==> config.mk <==
export PLATFORM = sky130hd
export DESIGN_NAME = plrs_device_flat
export DESIGN_NICKNAME = d
export VERILOG_FILES = /design/src/logic/plrs_pkg.sv /design/src/logic/plrs_link_if.sv /design/src/logic/plrs_device.sv /design/src/flat_wrapper.sv
export SDC_FILE = /design/constraint.sdc
export NUM_CORES = 1
export LEC_CHECK = 0
export BUFFER_PORTS_ARGS = -buffer_cell sky130_fd_sc_hd__buf_2
export CORE_UTILIZATION = 64
export DETAILED_ROUTE_END_ITERATION = 10
export GPL_TIMING_DRIVEN = 0
export PLACE_DENSITY = 0.85
export SETUP_SLACK_MARGIN = 0.1
export SYNTH_ARGS = -nofsm -noshare
export SYNTH_HDL_FRONTEND = slang
export SYNTH_SLANG_ARGS = --single-unit
==> constraint.sdc <==
create_clock -name clk -period 3.1 [get_ports clk]
set_input_delay 0.62 -clock clk [delete_from_list [all_inputs] [get_ports clk]]
set_output_delay 0.62 -clock clk [all_outputs]
set_load 0.01 [all_outputs]
==> src/logic/plrs_pkg.sv <==
package plrs_pkg;
	// Clock period in ns
	localparam int CLK_PERIOD_NS = 10;
	// Cycles in one millisecond
	localparam int CYC_PER_MS = 1000000 / CLK_PERIOD_NS;
	// Timing figures in ms
	localparam int POR_MIN_MS = 4;
	localparam int POR_MAX_MS = 12;
	localparam int PERIPH_DEADLINE_MS = 120;
	localparam int PERST_ACTIVE_MIN_MS = 100;
	localparam int PERST_INACTIVE_MIN_MS = 20;
	localparam int L0_DEADLINE_MS = 100;
	localparam int WAKE_DEADLINE_MS = 200;
	// Default power-on reset delay used by the device, inside 4..12 ms
	localparam int POR_DELAY_MS = 8;
	// Millisecond counter width
	localparam int MS_W = 8;
	// Tick prescaler width
	localparam int TICK_W = 20;
	// Link rate codes
	localparam logic [1:0] RATE_GEN1 = 2'h1;
	localparam logic [1:0] RATE_GEN2 = 2'h2;
	// Configuration modes
	typedef enum logic
	{
		PLRS_MODE_INIT = 1'b0,
		PLRS_MODE_UPDATE = 1'b1
	} plrs_mode_e;
	// Conventional configuration schemes
	typedef enum logic [1:0]
	{
		PLRS_ACTIVE_SERIAL_SCHEME = 2'h0,
		PLRS_PASSIVE_SERIAL_SCHEME = 2'h1,
		PLRS_FAST_PASSIVE_PARALLEL_SCHEME = 2'h2
	} plrs_scheme_e;
endpackage

==> src/logic/plrs_link_if.sv <==
`timescale 1ns/1ps
`default_nettype none
// Sideband and status signals between host root port and device
interface plrs_link_if;
	logic perst_n; // Host reset toward device, active low
	logic ready_for_training; // Device link ready to train
	logic link_l0; // Device link in active state
	logic [1:0] link_rate; // Trained link rate
	logic retrain_req; // Host request to retrain, one-cycle pulse
	// Device end
	modport dev (input perst_n, input retrain_req, output ready_for_training,
		output link_l0, output link_rate);
	// Host end
	modport host (output perst_n, output retrain_req, input ready_for_training,
		input link_l0, input link_rate);
endinterface
`default_nettype wire

==> src/logic/plrs_device.sv <==
`timescale 1ns/1ps
`default_nettype none
// Behaviour
// - Hold reset while supplies out of range
// - Board straps short reset delay high
// - Short reset delay lasts 4 to 12 ms
// - Init mode: periphery loaded by 120 ms
// - Update mode: full configuration by 120 ms
// - Host holds link reset at least 100 ms
// - Host releases reset 20 ms before training; the device enters training on release, with no wait
// - Link reaches L0 within 100 ms
// - Power-on to L0 within 200 ms
// - Init mode: hard reset on periphery loaded
// - Update mode: link reset release initializes logic
// - Init mode link carries core images, applications
// - Update mode link serves applications, core updates
// - Host checks Gen 2 rate, retrains
// - Init mode accepts three conventional schemes
// - Update mode: no compression or encryption
module plrs_device
	import plrs_pkg::*;
#(
	parameter int MS_CYCLES = CYC_PER_MS // Clock cycles in one millisecond
)
(
	input wire logic clk,
	input wire logic nrst,
	plrs_link_if.dev link,
	input wire logic supplies_good,
	input wire logic reset_delay_select_strap,
	input wire plrs_pkg::plrs_mode_e mode,
	input wire plrs_pkg::plrs_scheme_e config_scheme,
	input wire logic config_done,
	input wire logic training_done,
	input wire logic gen2_capable,
	output logic core_reset_n,
	output logic config_start,
	output logic hard_reset_pulse,
	output logic link_app_enable,
	output logic core_image_over_link,
	output logic config_timeout,
	output logic l0_timeout,
	output logic wake_timeout,
	output logic scheme_error
);
	import plrs_pkg::*;

	// ==============================
	// Sequencer states
	typedef enum logic [2:0]
	{
		PLRS_ST_OFF = 3'h0,
		PLRS_ST_POR = 3'h1,
		PLRS_ST_CONFIG = 3'h3,
		PLRS_ST_WAIT_LINK = 3'h2,
		PLRS_ST_TRAIN = 3'h6,
		PLRS_ST_L0 = 3'h7
	} plrs_dev_state_e;

	plrs_dev_state_e state; // Current state
	plrs_dev_state_e next_state; // Next state
	logic [TICK_W-1:0] tick_cnt; // Millisecond prescaler
	logic ms_tick; // One cycle per ms
	logic [MS_W-1:0] phase_ms; // Ms spent in current phase
	logic [MS_W-1:0] power_ms; // Ms since supplies good
	logic [MS_W-1:0] perst_ms; // Ms since link reset release
	// Rate the link will train to, registered twice before it reaches the pins
	logic [1:0] rate; // Trained rate

	// ==============================
	// Decode
	// Last prescaler count of a millisecond; the prescaler runs free
	localparam logic [TICK_W-1:0] TICK_LAST = TICK_W'(MS_CYCLES - 1);
	// Power-on reset delay in whole milliseconds
	localparam logic [MS_W-1:0] POR_MS = MS_W'(POR_DELAY_MS);
	assign ms_tick = (tick_cnt == TICK_LAST);
	wire por_done = (phase_ms >= POR_MS) && reset_delay_select_strap;
	wire scheme_ok = (config_scheme != 2'h3);
	wire init_mode = (mode == PLRS_MODE_INIT);
	// Training may begin once configured and the link reset stands released
	wire train_go = init_mode ? 1'b1 : link.perst_n;
	wire cfg_late = (power_ms >= MS_W'(PERIPH_DEADLINE_MS));
	wire l0_late = (perst_ms >= MS_W'(L0_DEADLINE_MS));
	wire wake_late = (power_ms >= MS_W'(WAKE_DEADLINE_MS));

	// ==============================
	// Next state
	always_comb
	begin
		next_state = state;
		case (state)
			// Unpowered: wait for all supplies in range
			PLRS_ST_OFF:
				if (supplies_good)
					next_state = PLRS_ST_POR;
			// Power-on reset delay; a low strap keeps the device here
			PLRS_ST_POR:
				if (por_done)
					next_state = PLRS_ST_CONFIG;
			// Conventional load; an illegal scheme never completes
			PLRS_ST_CONFIG:
				if (config_done && scheme_ok)
					next_state = PLRS_ST_WAIT_LINK;
			// Configured, link held until its reset is released
			PLRS_ST_WAIT_LINK:
				if (train_go && link.perst_n)
					next_state = PLRS_ST_TRAIN;
			// Link training in progress
			PLRS_ST_TRAIN:
				if (training_done)
					next_state = PLRS_ST_L0;
			// Active state; host may ask for a retrain
			PLRS_ST_L0:
				if (link.retrain_req)
					next_state = PLRS_ST_TRAIN;
			// Unused codes fall back to the unpowered state
			default:
				next_state = PLRS_ST_OFF;
		endcase
		// Supply loss or link reset restarts the relevant part
		if (!supplies_good)
			next_state = PLRS_ST_OFF;
		else if (!link.perst_n && (state == PLRS_ST_TRAIN || state == PLRS_ST_L0))
			next_state = PLRS_ST_WAIT_LINK;
	end

	// ==============================
	// State and timers
	always_ff @(posedge clk or negedge nrst)
	begin
		if (!nrst)
		begin
			state <= PLRS_ST_OFF;
			tick_cnt <= '0;
			phase_ms <= '0;
			power_ms <= '0;
			perst_ms <= '0;
		end
		else
		begin
			state <= next_state;
			// Free-running millisecond prescaler
			tick_cnt <= ms_tick ? '0 : tick_cnt + 1'b1;
			// Phase timer restarts on every state change, saturates at the top
			if (next_state != state)
				phase_ms <= '0;
			else if (ms_tick && phase_ms != '1)
				phase_ms <= phase_ms + 1'b1;
			// Time since power-up, the reference for the wake-up deadlines
			if (!supplies_good)
				power_ms <= '0;
			else if (ms_tick && power_ms != '1)
				power_ms <= power_ms + 1'b1;
			// Time since link reset release, the reference for the active-state deadline
			if (!link.perst_n)
				perst_ms <= '0;
			else if (ms_tick && perst_ms != '1)
				perst_ms <= perst_ms + 1'b1;
		end
	end

	// ==============================
	// Outputs
	always_ff @(posedge clk or negedge nrst)
	begin
		if (!nrst)
		begin
			core_reset_n <= 1'b0;
			config_start <= 1'b0;
			hard_reset_pulse <= 1'b0;
			link_app_enable <= 1'b0;
			core_image_over_link <= 1'b0;
			config_timeout <= 1'b0;
			l0_timeout <= 1'b0;
			wake_timeout <= 1'b0;
			scheme_error <= 1'b0;
			rate <= RATE_GEN1;
			link.ready_for_training <= 1'b0;
			link.link_l0 <= 1'b0;
			link.link_rate <= RATE_GEN1;
		end
		else
		begin
			// Core held in reset until supplies good and POR delay over
			core_reset_n <= supplies_good && state != PLRS_ST_OFF && state != PLRS_ST_POR;
			config_start <= (state == PLRS_ST_POR) && por_done;
			// Init mode hard reset fires on periphery loaded, never on link reset
			hard_reset_pulse <= init_mode && state == PLRS_ST_CONFIG && config_done && scheme_ok;
			// Link interface ready once the periphery or full image is loaded
			link.ready_for_training <= (state == PLRS_ST_WAIT_LINK) || (state == PLRS_ST_TRAIN);
			// Active-state flag follows the state it is entering
			link.link_l0 <= (next_state == PLRS_ST_L0);
			// Rate chosen from capability, shown one cycle later
			rate <= gen2_capable ? RATE_GEN2 : RATE_GEN1;
			link.link_rate <= rate;
			// User traffic and image delivery only while active
			link_app_enable <= (next_state == PLRS_ST_L0);
			core_image_over_link <= (next_state == PLRS_ST_L0);
			// Level while an illegal scheme blocks the load
			scheme_error <= (state == PLRS_ST_CONFIG) && !scheme_ok;
			// Sticky timeouts, cleared only by supply loss; set wins
			if (state == PLRS_ST_CONFIG && cfg_late)
				config_timeout <= 1'b1;
			else if (!supplies_good)
				config_timeout <= 1'b0;
			if (state == PLRS_ST_TRAIN && link.perst_n && l0_late)
				l0_timeout <= 1'b1;
			else if (!supplies_good)
				l0_timeout <= 1'b0;
			if (state != PLRS_ST_L0 && state != PLRS_ST_OFF && wake_late)
				wake_timeout <= 1'b1;
			else if (!supplies_good)
				wake_timeout <= 1'b0;
		end
	end
endmodule
`default_nettype wire

==> src/flat_wrapper.sv <==
// flat-port wrapper written by rule: the top's interface ports become plain ports
module plrs_device_flat import plrs_pkg::*;
#(
	parameter int MS_CYCLES = CYC_PER_MS                                   
)
  (clk, nrst, supplies_good, reset_delay_select_strap, mode, config_scheme, config_done, training_done, gen2_capable, core_reset_n, config_start, hard_reset_pulse, link_app_enable, core_image_over_link, config_timeout, l0_timeout, wake_timeout, scheme_error, link_perst_n, link_retrain_req, link_ready_for_training, link_link_l0, link_link_rate);
  plrs_link_if link_i ();
  input wire logic clk;
  input wire logic nrst;
  input wire logic supplies_good;
  input wire logic reset_delay_select_strap;
  input wire plrs_pkg::plrs_mode_e mode;
  input wire plrs_pkg::plrs_scheme_e config_scheme;
  input wire logic config_done;
  input wire logic training_done;
  input wire logic gen2_capable;
  output logic core_reset_n;
  output logic config_start;
  output logic hard_reset_pulse;
  output logic link_app_enable;
  output logic core_image_over_link;
  output logic config_timeout;
  output logic l0_timeout;
  output logic wake_timeout;
  output logic scheme_error;
  input wire logic [$bits(link_i.perst_n)-1:0] link_perst_n;
  input wire logic [$bits(link_i.retrain_req)-1:0] link_retrain_req;
  output wire logic [$bits(link_i.ready_for_training)-1:0] link_ready_for_training;
  output wire logic [$bits(link_i.link_l0)-1:0] link_link_l0;
  output wire logic [$bits(link_i.link_rate)-1:0] link_link_rate;
  assign link_i.perst_n = link_perst_n;
  assign link_i.retrain_req = link_retrain_req;
  assign link_ready_for_training = link_i.ready_for_training;
  assign link_link_l0 = link_i.link_l0;
  assign link_link_rate = link_i.link_rate;
  plrs_device #(.MS_CYCLES(MS_CYCLES)) u_core (.clk(clk), .nrst(nrst), .link(link_i), .supplies_good(supplies_good), .reset_delay_select_strap(reset_delay_select_strap), .mode(mode), .config_scheme(config_scheme), .config_done(config_done), .training_done(training_done), .gen2_capable(gen2_capable), .core_reset_n(core_reset_n), .config_start(config_start), .hard_reset_pulse(hard_reset_pulse), .link_app_enable(link_app_enable), .core_image_over_link(core_image_over_link), .config_timeout(config_timeout), .l0_timeout(l0_timeout), .wake_timeout(wake_timeout), .scheme_error(scheme_error));
endmodule
# Word-level counts from Yosys, hierarchy flattened
# Index checks and enable logic that the tools add are counted.
dict set report totals {
  reg_bits 60
  latch_bits 0
  ram_bits 0
  rom_bits 0
  inputBits 12
  output_inout_bits 13
  elab_cells 91
  n_memories 0
}
dict set report classes {
  add_sub_neg 4
  mul 0
  div 0
  magnitude_cmp 4
  n_eq_ne 19
  shifts 0
  n_mux 21
  n_bitwise 1
  reduce_logical 26
}
# operator n
set op_table {}
lappend op_table {{$mux 8} 6}
lappend op_table {{$add 8x1->8 const B} 3}
lappend op_table {{$ne 8x8->1 const B} 3}
lappend op_table {{$mux 3} 7}
lappend op_table {{$add 20x1->20 const B} 1}
lappend op_table {{$eq 20x17->1 const B} 1}
lappend op_table {{$mux 20} 1}
lappend op_table {{$logic_and 1x1->1} 19}
lappend op_table {{$pmux 3 s6} 1}
lappend op_table {{$ge 8x7->1 const B} 2}
lappend op_table {{$ne 2x1->1 const B} 5}
lappend op_table {{$eq 3x3->1 const B} 3}
lappend op_table {{$ge 8x4->1 const B} 1}
lappend op_table {{$ge 8x8->1 const B} 1}
lappend op_table {{$eq 3x2->1 const B} 2}
lappend op_table {{$mux 1} 5}
lappend op_table {{$eq 3x1->1 const B} 1}
lappend op_table {{$logic_not 3->1} 1}
lappend op_table {{$ne 3x1->1 const B} 1}
lappend op_table {{$ne 3x3->1} 1}
lappend op_table {{$ne 3x3->1 const B} 1}
lappend op_table {{$reduce_bool 3->1} 1}
lappend op_table {{$logic_not 1->1} 2}
lappend op_table {{$logic_or 1x1->1} 2}
lappend op_table {{4 further kinds} 4}

# Depth between registers and ports, before layout
# Gate-level depths: netlist of run 1.
dict set report logic_depth {
  ltp_word 8
  depth_mapped 8
  mapped_depth_nobuf 6
}

# Least setup slack after synthesis of run 1
# Ideal clock, no wire load.
dict set report synth_timing {
  kind {register -> register}
  from {reg u_core.tick_cnt[0]}
  to {reg u_core.perst_ms[6]}
  setup_ns 0.134
  t_arrival_ns 1.816
  t_required_ns 2.966
  path_slack_ns 1.150
  stages_incl_launch_ff 9
  n_path_buf 2
  synth_period_minus_slack_ns 1.950
  path_cell_list {dfrtp_1 > ha_1 > and4_1 > buf_4 > nand4_4 > or3_1 > buf_2 > o311ai_4 > o41ai_2}
}
dict set report synth_via {
  elab_chain_cells 3
}
# item line_no
set synth_rtl {}
lappend synth_rtl {{start: declaration} plrs_device.sv:62} ;# logic [TICK_W-1:0] tick_cnt;
lappend synth_rtl {{start signal: assignment} plrs_device.sv:143} ;# tick_cnt <= ms_tick ? '0 : tick_cnt + 1'b1;
lappend synth_rtl {{$eq 20x17->1} plrs_device.sv:76} ;# assign ms_tick = (tick_cnt == TICK_LAST);
lappend synth_rtl {{$logic_and 1x1->1} plrs_device.sv:157} ;# else if (ms_tick && perst_ms != '1)
lappend synth_rtl {{$ne 2x1->1 (no line)} --}
lappend synth_rtl {{end signal: assignment} plrs_device.sv:158} ;# perst_ms <= perst_ms + 1'b1;
lappend synth_rtl {{end: declaration} plrs_device.sv:66} ;# logic [MS_W-1:0] perst_ms;
# Every way passes these cells.
# A chain may end at the register's enable or synchronous reset.

# Final worst setup path of run 1
# Ends and elaborated chain as after synthesis.

==> results of run 1 <==
-- power breakdown --
group          switching (mW)  internal, mW  total, mW
Sequential           0.000998         0.787      0.788
Combinational          0.0338        0.0118     0.0456
Clock                   0.310         0.391      0.701
Total                   0.345          1.19       1.53
-- logic make-up (layout without fill, tap and decap cells) --
kind of cell | after synthesis | count (layout) | synth area share [%]
AO/OA/AOI/OAI | 33 | 33 | 8.94
XOR/XNOR | 33 | 33 | 9.38
adder cells (fa/ha/maj) | 7 | 7 | 2.84
buffers and inverters | 25 | 64 | 3.57
flip-flops | 60 | 60 | 48.8
multiplexers | 3 | 3 | 0.975
AND/OR/NAND/NOR | 142 | 142 | 25.5
-- flip-flops by register name, indices dropped and copies added, names as in the netlist --
name,cells
u_core.link.link_rate,2
u_core.power_ms,8
u_core.perst_ms,8
u_core.state,3
u_core.config_timeout,1
u_core.tick_cnt,20
u_core.link.link_l0,1
u_core.rate,2
u_core.scheme_error,1
u_core.wake_timeout,1
u_core.link.ready_for_training,1
u_core.phase_ms,8
u_core.config_start,1
u_core.l0_timeout,1
u_core.core_reset_n,1
u_core.hard_reset_pulse,1
-- cell type report --
cell class / count / area [µm²]
plain buffers: 15 / 72.6
clock buffers: 10 / 138
clock inverters: 6 / 63.8
fillers: 286 / 1010
inverters: 10 / 37.5
multi-input cells: 218 / 1470
flip-flops and latches: 60 / 1500
well taps: 52 / 65.1
repair buffers: 23 / 118
-- Yosys cell counts, types with 4 or more instances --
library cell	n	area [µm²]
dfrtp_1	58	1450
nor2_1	35	131
buf_2	4	20.0
nand3_1	22	110
inv_1	10	37.5
a21oi_1	4	20.0
xor2_1	10	87.6
clkbuf_1	8	30.0
nand2_1	22	82.6
nor2b_1	8	50.1
nor4_1	8	50.1
and3_1	6	37.5
nor3_1	7	35.0
and4_1	4	35.0
and2_1	5	31.3
ha_1	7	87.6
o21ai_0	5	25.0
xnor2_1	23	201
nand4_1	5	31.3
-- worst max-delay path by stage --
stage | startpoint | endpoint | slack, ns | depth (start not counted)
5_1_grt | u_core.tick_cnt[0] | u_core.perst_ms[6] | 0.78 | 8
6_report | u_core.tick_cnt[0] | u_core.perst_ms[6] | 0.88 | 8
3_5_place_dp | u_core.tick_cnt[0] | u_core.perst_ms[6] | 0.98 | 8
4_1_cts | u_core.tick_cnt[0] | u_core.perst_ms[6] | 0.88 | 8
3_3_place_gp | u_core.tick_cnt[0] | u_core.perst_ms[6] | 1.0 | 8
2_1_floorplan | u_core.tick_cnt[0] | u_core.perst_ms[6] | 1.15 | 8
-- routing by layer --
layer | global-route usage, % | part of all wire, % | up-vias
met5 | 0 | 0 | -
met4 | 12.2 | 2.0 | 0
met3 | 7.59 | 6.0 | 11
met2 | 44.6 | 48 | 86
met1 | 35.5 | 44 | 1157
li1 | - | - | 1132
-- through the flow --
stage | hold WS [ns] | utilization, % | instances | cell area (µm²) | total power, mW
6_report | 0.340 | 77.4 | 394 | 3460 | 1.53
5_1_grt | 0.358 | 77.4 | 394 | 3460 | 1.59
4_1_cts | 0.357 | 77.4 | 394 | 3460 | 1.54
3_5_place_dp | 0.341 | 72.9 | 378 | 3260 | 0.848
3_3_place_gp | 0.336 | 72.9 | 378 | 3260 | 0.848
2_1_floorplan | 0.324 | - | 303 | 3080 | 0.819
==> results.json, run 1 <==
{
  "outcome": "complete, but fails checks",
  "violations": "design-rule violations",
  "num_vias": 2386,
  "drtPass1Iterations": 9,
  "wl_um": 6120,
  "netlist_area_um2": 3080,
  "synthFlopType": "dfrtp_1",
  "ys_seq_area_share_pct": 48.8,
  "cts_tree": "yes",
  "period_needed_ns": 2.22,
  "die_area_um2": 5090,
  "grt_pass1_vias": 2324,
  "antenna_found_initial": 0,
  "synth_edf_count": 0,
  "layout_common_cells": "58 x dfrtp_1, 35 x nor2_1, 26 x buf_2",
  "fin_tns_setup_ns": 0,
  "rows": 24,
  "irDropWorstVdd_mv": 0.355,
  "postCtsResizedCells": 0,
  "finalCritPeriodShare_pct": 71.5,
  "ios": 25,
  "final_layout_size_suffix_gt1_share_pct": 18.1,
  "syn_nets": 322,
  "viasPerCell": 6.06,
  "worstPathCellList": "ha_1 -> and4_1 -> buf_4 -> nand4_4 -> or3_1 -> buf_2 -> o311ai_4 -> o41ai_2",
  "diodes": 0,
  "clk_path_buf_depth": 2,
  "yosysUniqueCellTypes": 52,
  "ant_nets": 0,
  "cts_made_buffers": 9,
  "postSynthCellCount": 303,
  "fmaxAchievable_ghz": 0.451,
  "crit_family": "simple AND/OR/NAND/NOR gates",
  "grt_max_degree": 61,
  "async_reset_ff_share_pct": 100,
  "layout_setup_ws_ns": 0.882,
  "gp_congestion": 0.825,
  "coreArea_um2": 4470,
  "h-tree-depth": 3,
  "slew_viol_final": 0,
  "rrSetupSlack_ns": 0.88,
  "final_nets": 356,
  "root_buffer": "clkbuf_8",
  "drc": 4,
  "worstSetupStartpointType": "register",
  "critPathRequiredTime_ns": 3.30,
  "syn_avg_cell_area_um2": 10.2,
  "cpPeakStageDelay_ns": 0.39,
  "tightestPinTransition_ns": 0.737,
  "ys_ff_latch": 60,
  "clkLatencyLatePin_ns": 0.34,
  "wl_per_cell_um": 15.5,
  "track_usage_pct": 27.7,
  "cellPowerDensity_nw_per_um2": 443,
  "die_h_um": 71.4,
  "finalSetupViolations": 0,
  "grt_pass1_wl_um": 10700,
  "path_class": "reg -> reg",
  "portBuffers": 23,
  "rr_endpoint": "u_core.perst_ms[6]",
  "path_clk_slew_ns": 0.07,
  "initial_core_util_pct": 68.8,
  "reg2regPathDepth": 8,
  "arrival_ns": 2.42,
  "cts_hold_buf": 0,
  "critPathMaxFanout": 7,
  "critPathCaptureType": "register",
  "synth_warnings": 0,
  "area_growth_syn_to_layout_pct": 12.5,
  "die_width_um": 71.4,
  "final-hold-violation-count": 0,
  "hp-class": "in -> async",
  "grt-ovfl-total": 0,
  "cp_slowest_cell": "dfrtp_1",
  "place_hpwl_um": 4040,
  "relSlewSlack_pct": 50.9,
  "maxCapViolCount": 0,
  "drtIter0Drc": 222,
  "worst-path-buf-inv": 2,
  "cts_setup_buffers": 0,
  "post-place-ws_ns": 0.984,
  "layout_commonest_cell": "dfrtp_1",
  "final.setup_skew_ns": 0.00738,
  "rsz0062_at_grt": "false",
  "cts.sinks": 60,
  "p_leak_nw": 1.51,
  "rr_startpoint": "u_core.tick_cnt[0]"
}
Note: power is estimated with default switching activity, not from simulation.
==> inputs of run 2 (changes only) <==
Settings changed: CORE_UTILIZATION 64 to 59, PLACE_DENSITY 0.85 to 0.8.
Clock period 3.1 ns to 2.3 ns, I/O delays scaled along.
==> run 2 against run 1 <==
Effect of this change: the run now ends clean; fmax grew 8.8%; die area is 8.2% higher; sequential share of layout area decreased by 1.5 points; cell area up 3.5%; power up 54%; critical endpoint unchanged.
==> results.json, run 2 (synthesized netlist as in run 1, its figures left out) <==
{
  "hp-class": "in -> async",
  "drtIter0Drc": 215,
  "grt_util_met2_pct": 38.9,
  "ant_nets": 0,
  "num_vias": 2405,
  "cts_made_buffers": 9,
  "drtPass1Iterations": 5,
  "slew_viol_final": 0,
  "die_width_um": 74.3,
  "final.setup_skew_ns": 0.00694,
  "initial_core_util_pct": 63.1,
  "grt_pass1_wl_um": 9870,
  "diodes": 0,
  "grt-ovfl-total": 0,
  "root_buffer": "clkbuf_8",
  "grt_max_degree": 61,
  "clkLatencyLatePin_ns": 0.34,
  "largest_register_ffs": 20,
  "portBuffers": 23,
  "worstSetupStartpointType": "register",
  "critPathCaptureType": "register",
  "final-hold-violation-count": 0,
  "clk_path_buf_depth": 2,
  "drc": 0,
  "ios": 25,
  "die_h_um": 74.3,
  "layout_setup_ws_ns": 0.262,
  "post-place-ws_ns": 0.192,
  "rsz0062_at_grt": "false",
  "critPathRequiredTime_ns": 2.51,
  "finalCritPeriodShare_pct": 88.6,
  "place_hpwl_um": 4050,
  "gp_congestion": 0.891,
  "path_clk_slew_ns": 0.07,
  "reg2regPathDepth": 8,
  "cellPowerDensity_nw_per_um2": 661,
  "busiest_layer": "met2",
  "antenna_found_initial": 0,
  "h-tree-depth": 3,
  "layout_commonest_cell": "dfrtp_1",
  "final_core_util_pct": 73.5,
  "track_usage_pct": 24.1,
  "final_nets": 359,
  "critPathMaxFanout": 6,
  "wl_um": 6040,
  "startpoint": "u_core.tick_cnt[1]",
  "arrival_ns": 2.25,
  "met1_usage_pct": 31.7,
  "wl_per_cell_um": 14.7,
  "layout_common_cells": "58 x dfrtp_1, 35 x nor2_1, 26 x buf_2",
  "coreArea_um2": 4880,
  "final_layout_size_suffix_gt1_share_pct": 19.4,
  "outcome": "finished clean",
  "viasPerCell": 5.84,
  "fmaxAchievable_ghz": 0.491,
  "cts.sinks": 60,
  "cts_tree": "yes",
  "largest_register": "u_core.tick_cnt",
  "p_leak_nw": 1.56,
  "area_growth_syn_to_layout_pct": 16.4,
  "path_class": "reg -> reg",
  "finalSetupViolations": 0,
  "period_needed_ns": 2.04,
  "grt_pass1_vias": 2171,
  "die_area_um2": 5510,
  "gr-usage-met3_pct": 6.50,
  "maxCapViolCount": 0,
  "tightestPinTransition_ns": 0.742,
  "irDropWorstVdd_mv": 0.452,
  "relSlewSlack_pct": 50.5,
  "fin_tns_setup_ns": 0,
  "rr_startpoint": "u_core.tick_cnt[1]",
  "rows": 25
}
## run 2: cell types whose count changed in the layout (fill, tap and decap cells not counted), sizes merged
cell | before | now
buf | 30 | 33
bufinv | 1 | 4
clkinvlp | 2 | 0
clkbuf | 18 | 17
## run 2: cell type report
type                       count  area, µm²
clock inverter                 7        139
clock buffer                   9        124
multi-input combinational    218       1480
timing repair buffer          26        140
sequential                    60       1500
fill                         339       1290
buffer                        15       72.6
tap                           67       83.8
inverter                      10       37.5
## run 2: power by group
part | leakage (nW) | total (mW) | internal [mW] | switching (mW)
logic | 0.621 | 0.0614 | 0.0159 | 0.0455
clock network | 0.133 | 1.24 | 0.827 | 0.418
registers | 0.810 | 1.06 | 1.06 | 0.00126
## run 2: path summary, 6_finish.rpt
kind,end,slack [ns]
max,u_core.perst_ms[6],0.26
min,u_core.link.ready_for_training,0.16
max reg2reg,u_core.perst_ms[6],0.26
min reg2reg,u_core.link.link_rate[0],0.36
max in group asynchronous,u_core.power_ms[2],1.61
min in group clk,u_core.rate[0],0.24
## run 2: metal layers
layer / part of all wire, % / routed length, µm
met5: 0 / 0
met4: 0.83 / 50
met3: 5.4 / 326
met2: 49 / 2950
met1: 45 / 2710
## run 2: metrics by stage
| step | cells | power [mW] | hold slack, ns | cell area [µm²] |
|---|---|---|---|---|
| 2_1_floorplan | 303 | 1.10 | 0.164 | 3080 |
| 3_3_place_gp | 393 | 1.14 | 0.336 | 3280 |
| 5_1_grt | 412 | 2.44 | 0.221 | 3580 |
| 6_report | 412 | 2.37 | 0.158 | 3580 |
| 4_1_cts | 409 | 2.39 | 0.225 | 3540 |
| 3_5_place_dp | 393 | 1.14 | 0.348 | 3280 |
## run 2: critical path, stage by stage, from the launching register on
cell and delay [ns]:
dfrtp_1 0.37, ha_2 0.21, and4_1 0.19, buf_4 0.16, nand4_4 0.11, or3_1 0.36
buf_2 0.18, o311ai_4 0.23, o41ai_2 0.11
## run 2: timing repair
action                                  4_1_cts  5_1_grt
buffers inserted                              0        3
endpoints found under the setup margin        0        3
hold buffers                                  0        0
gates resized for setup                       0        3
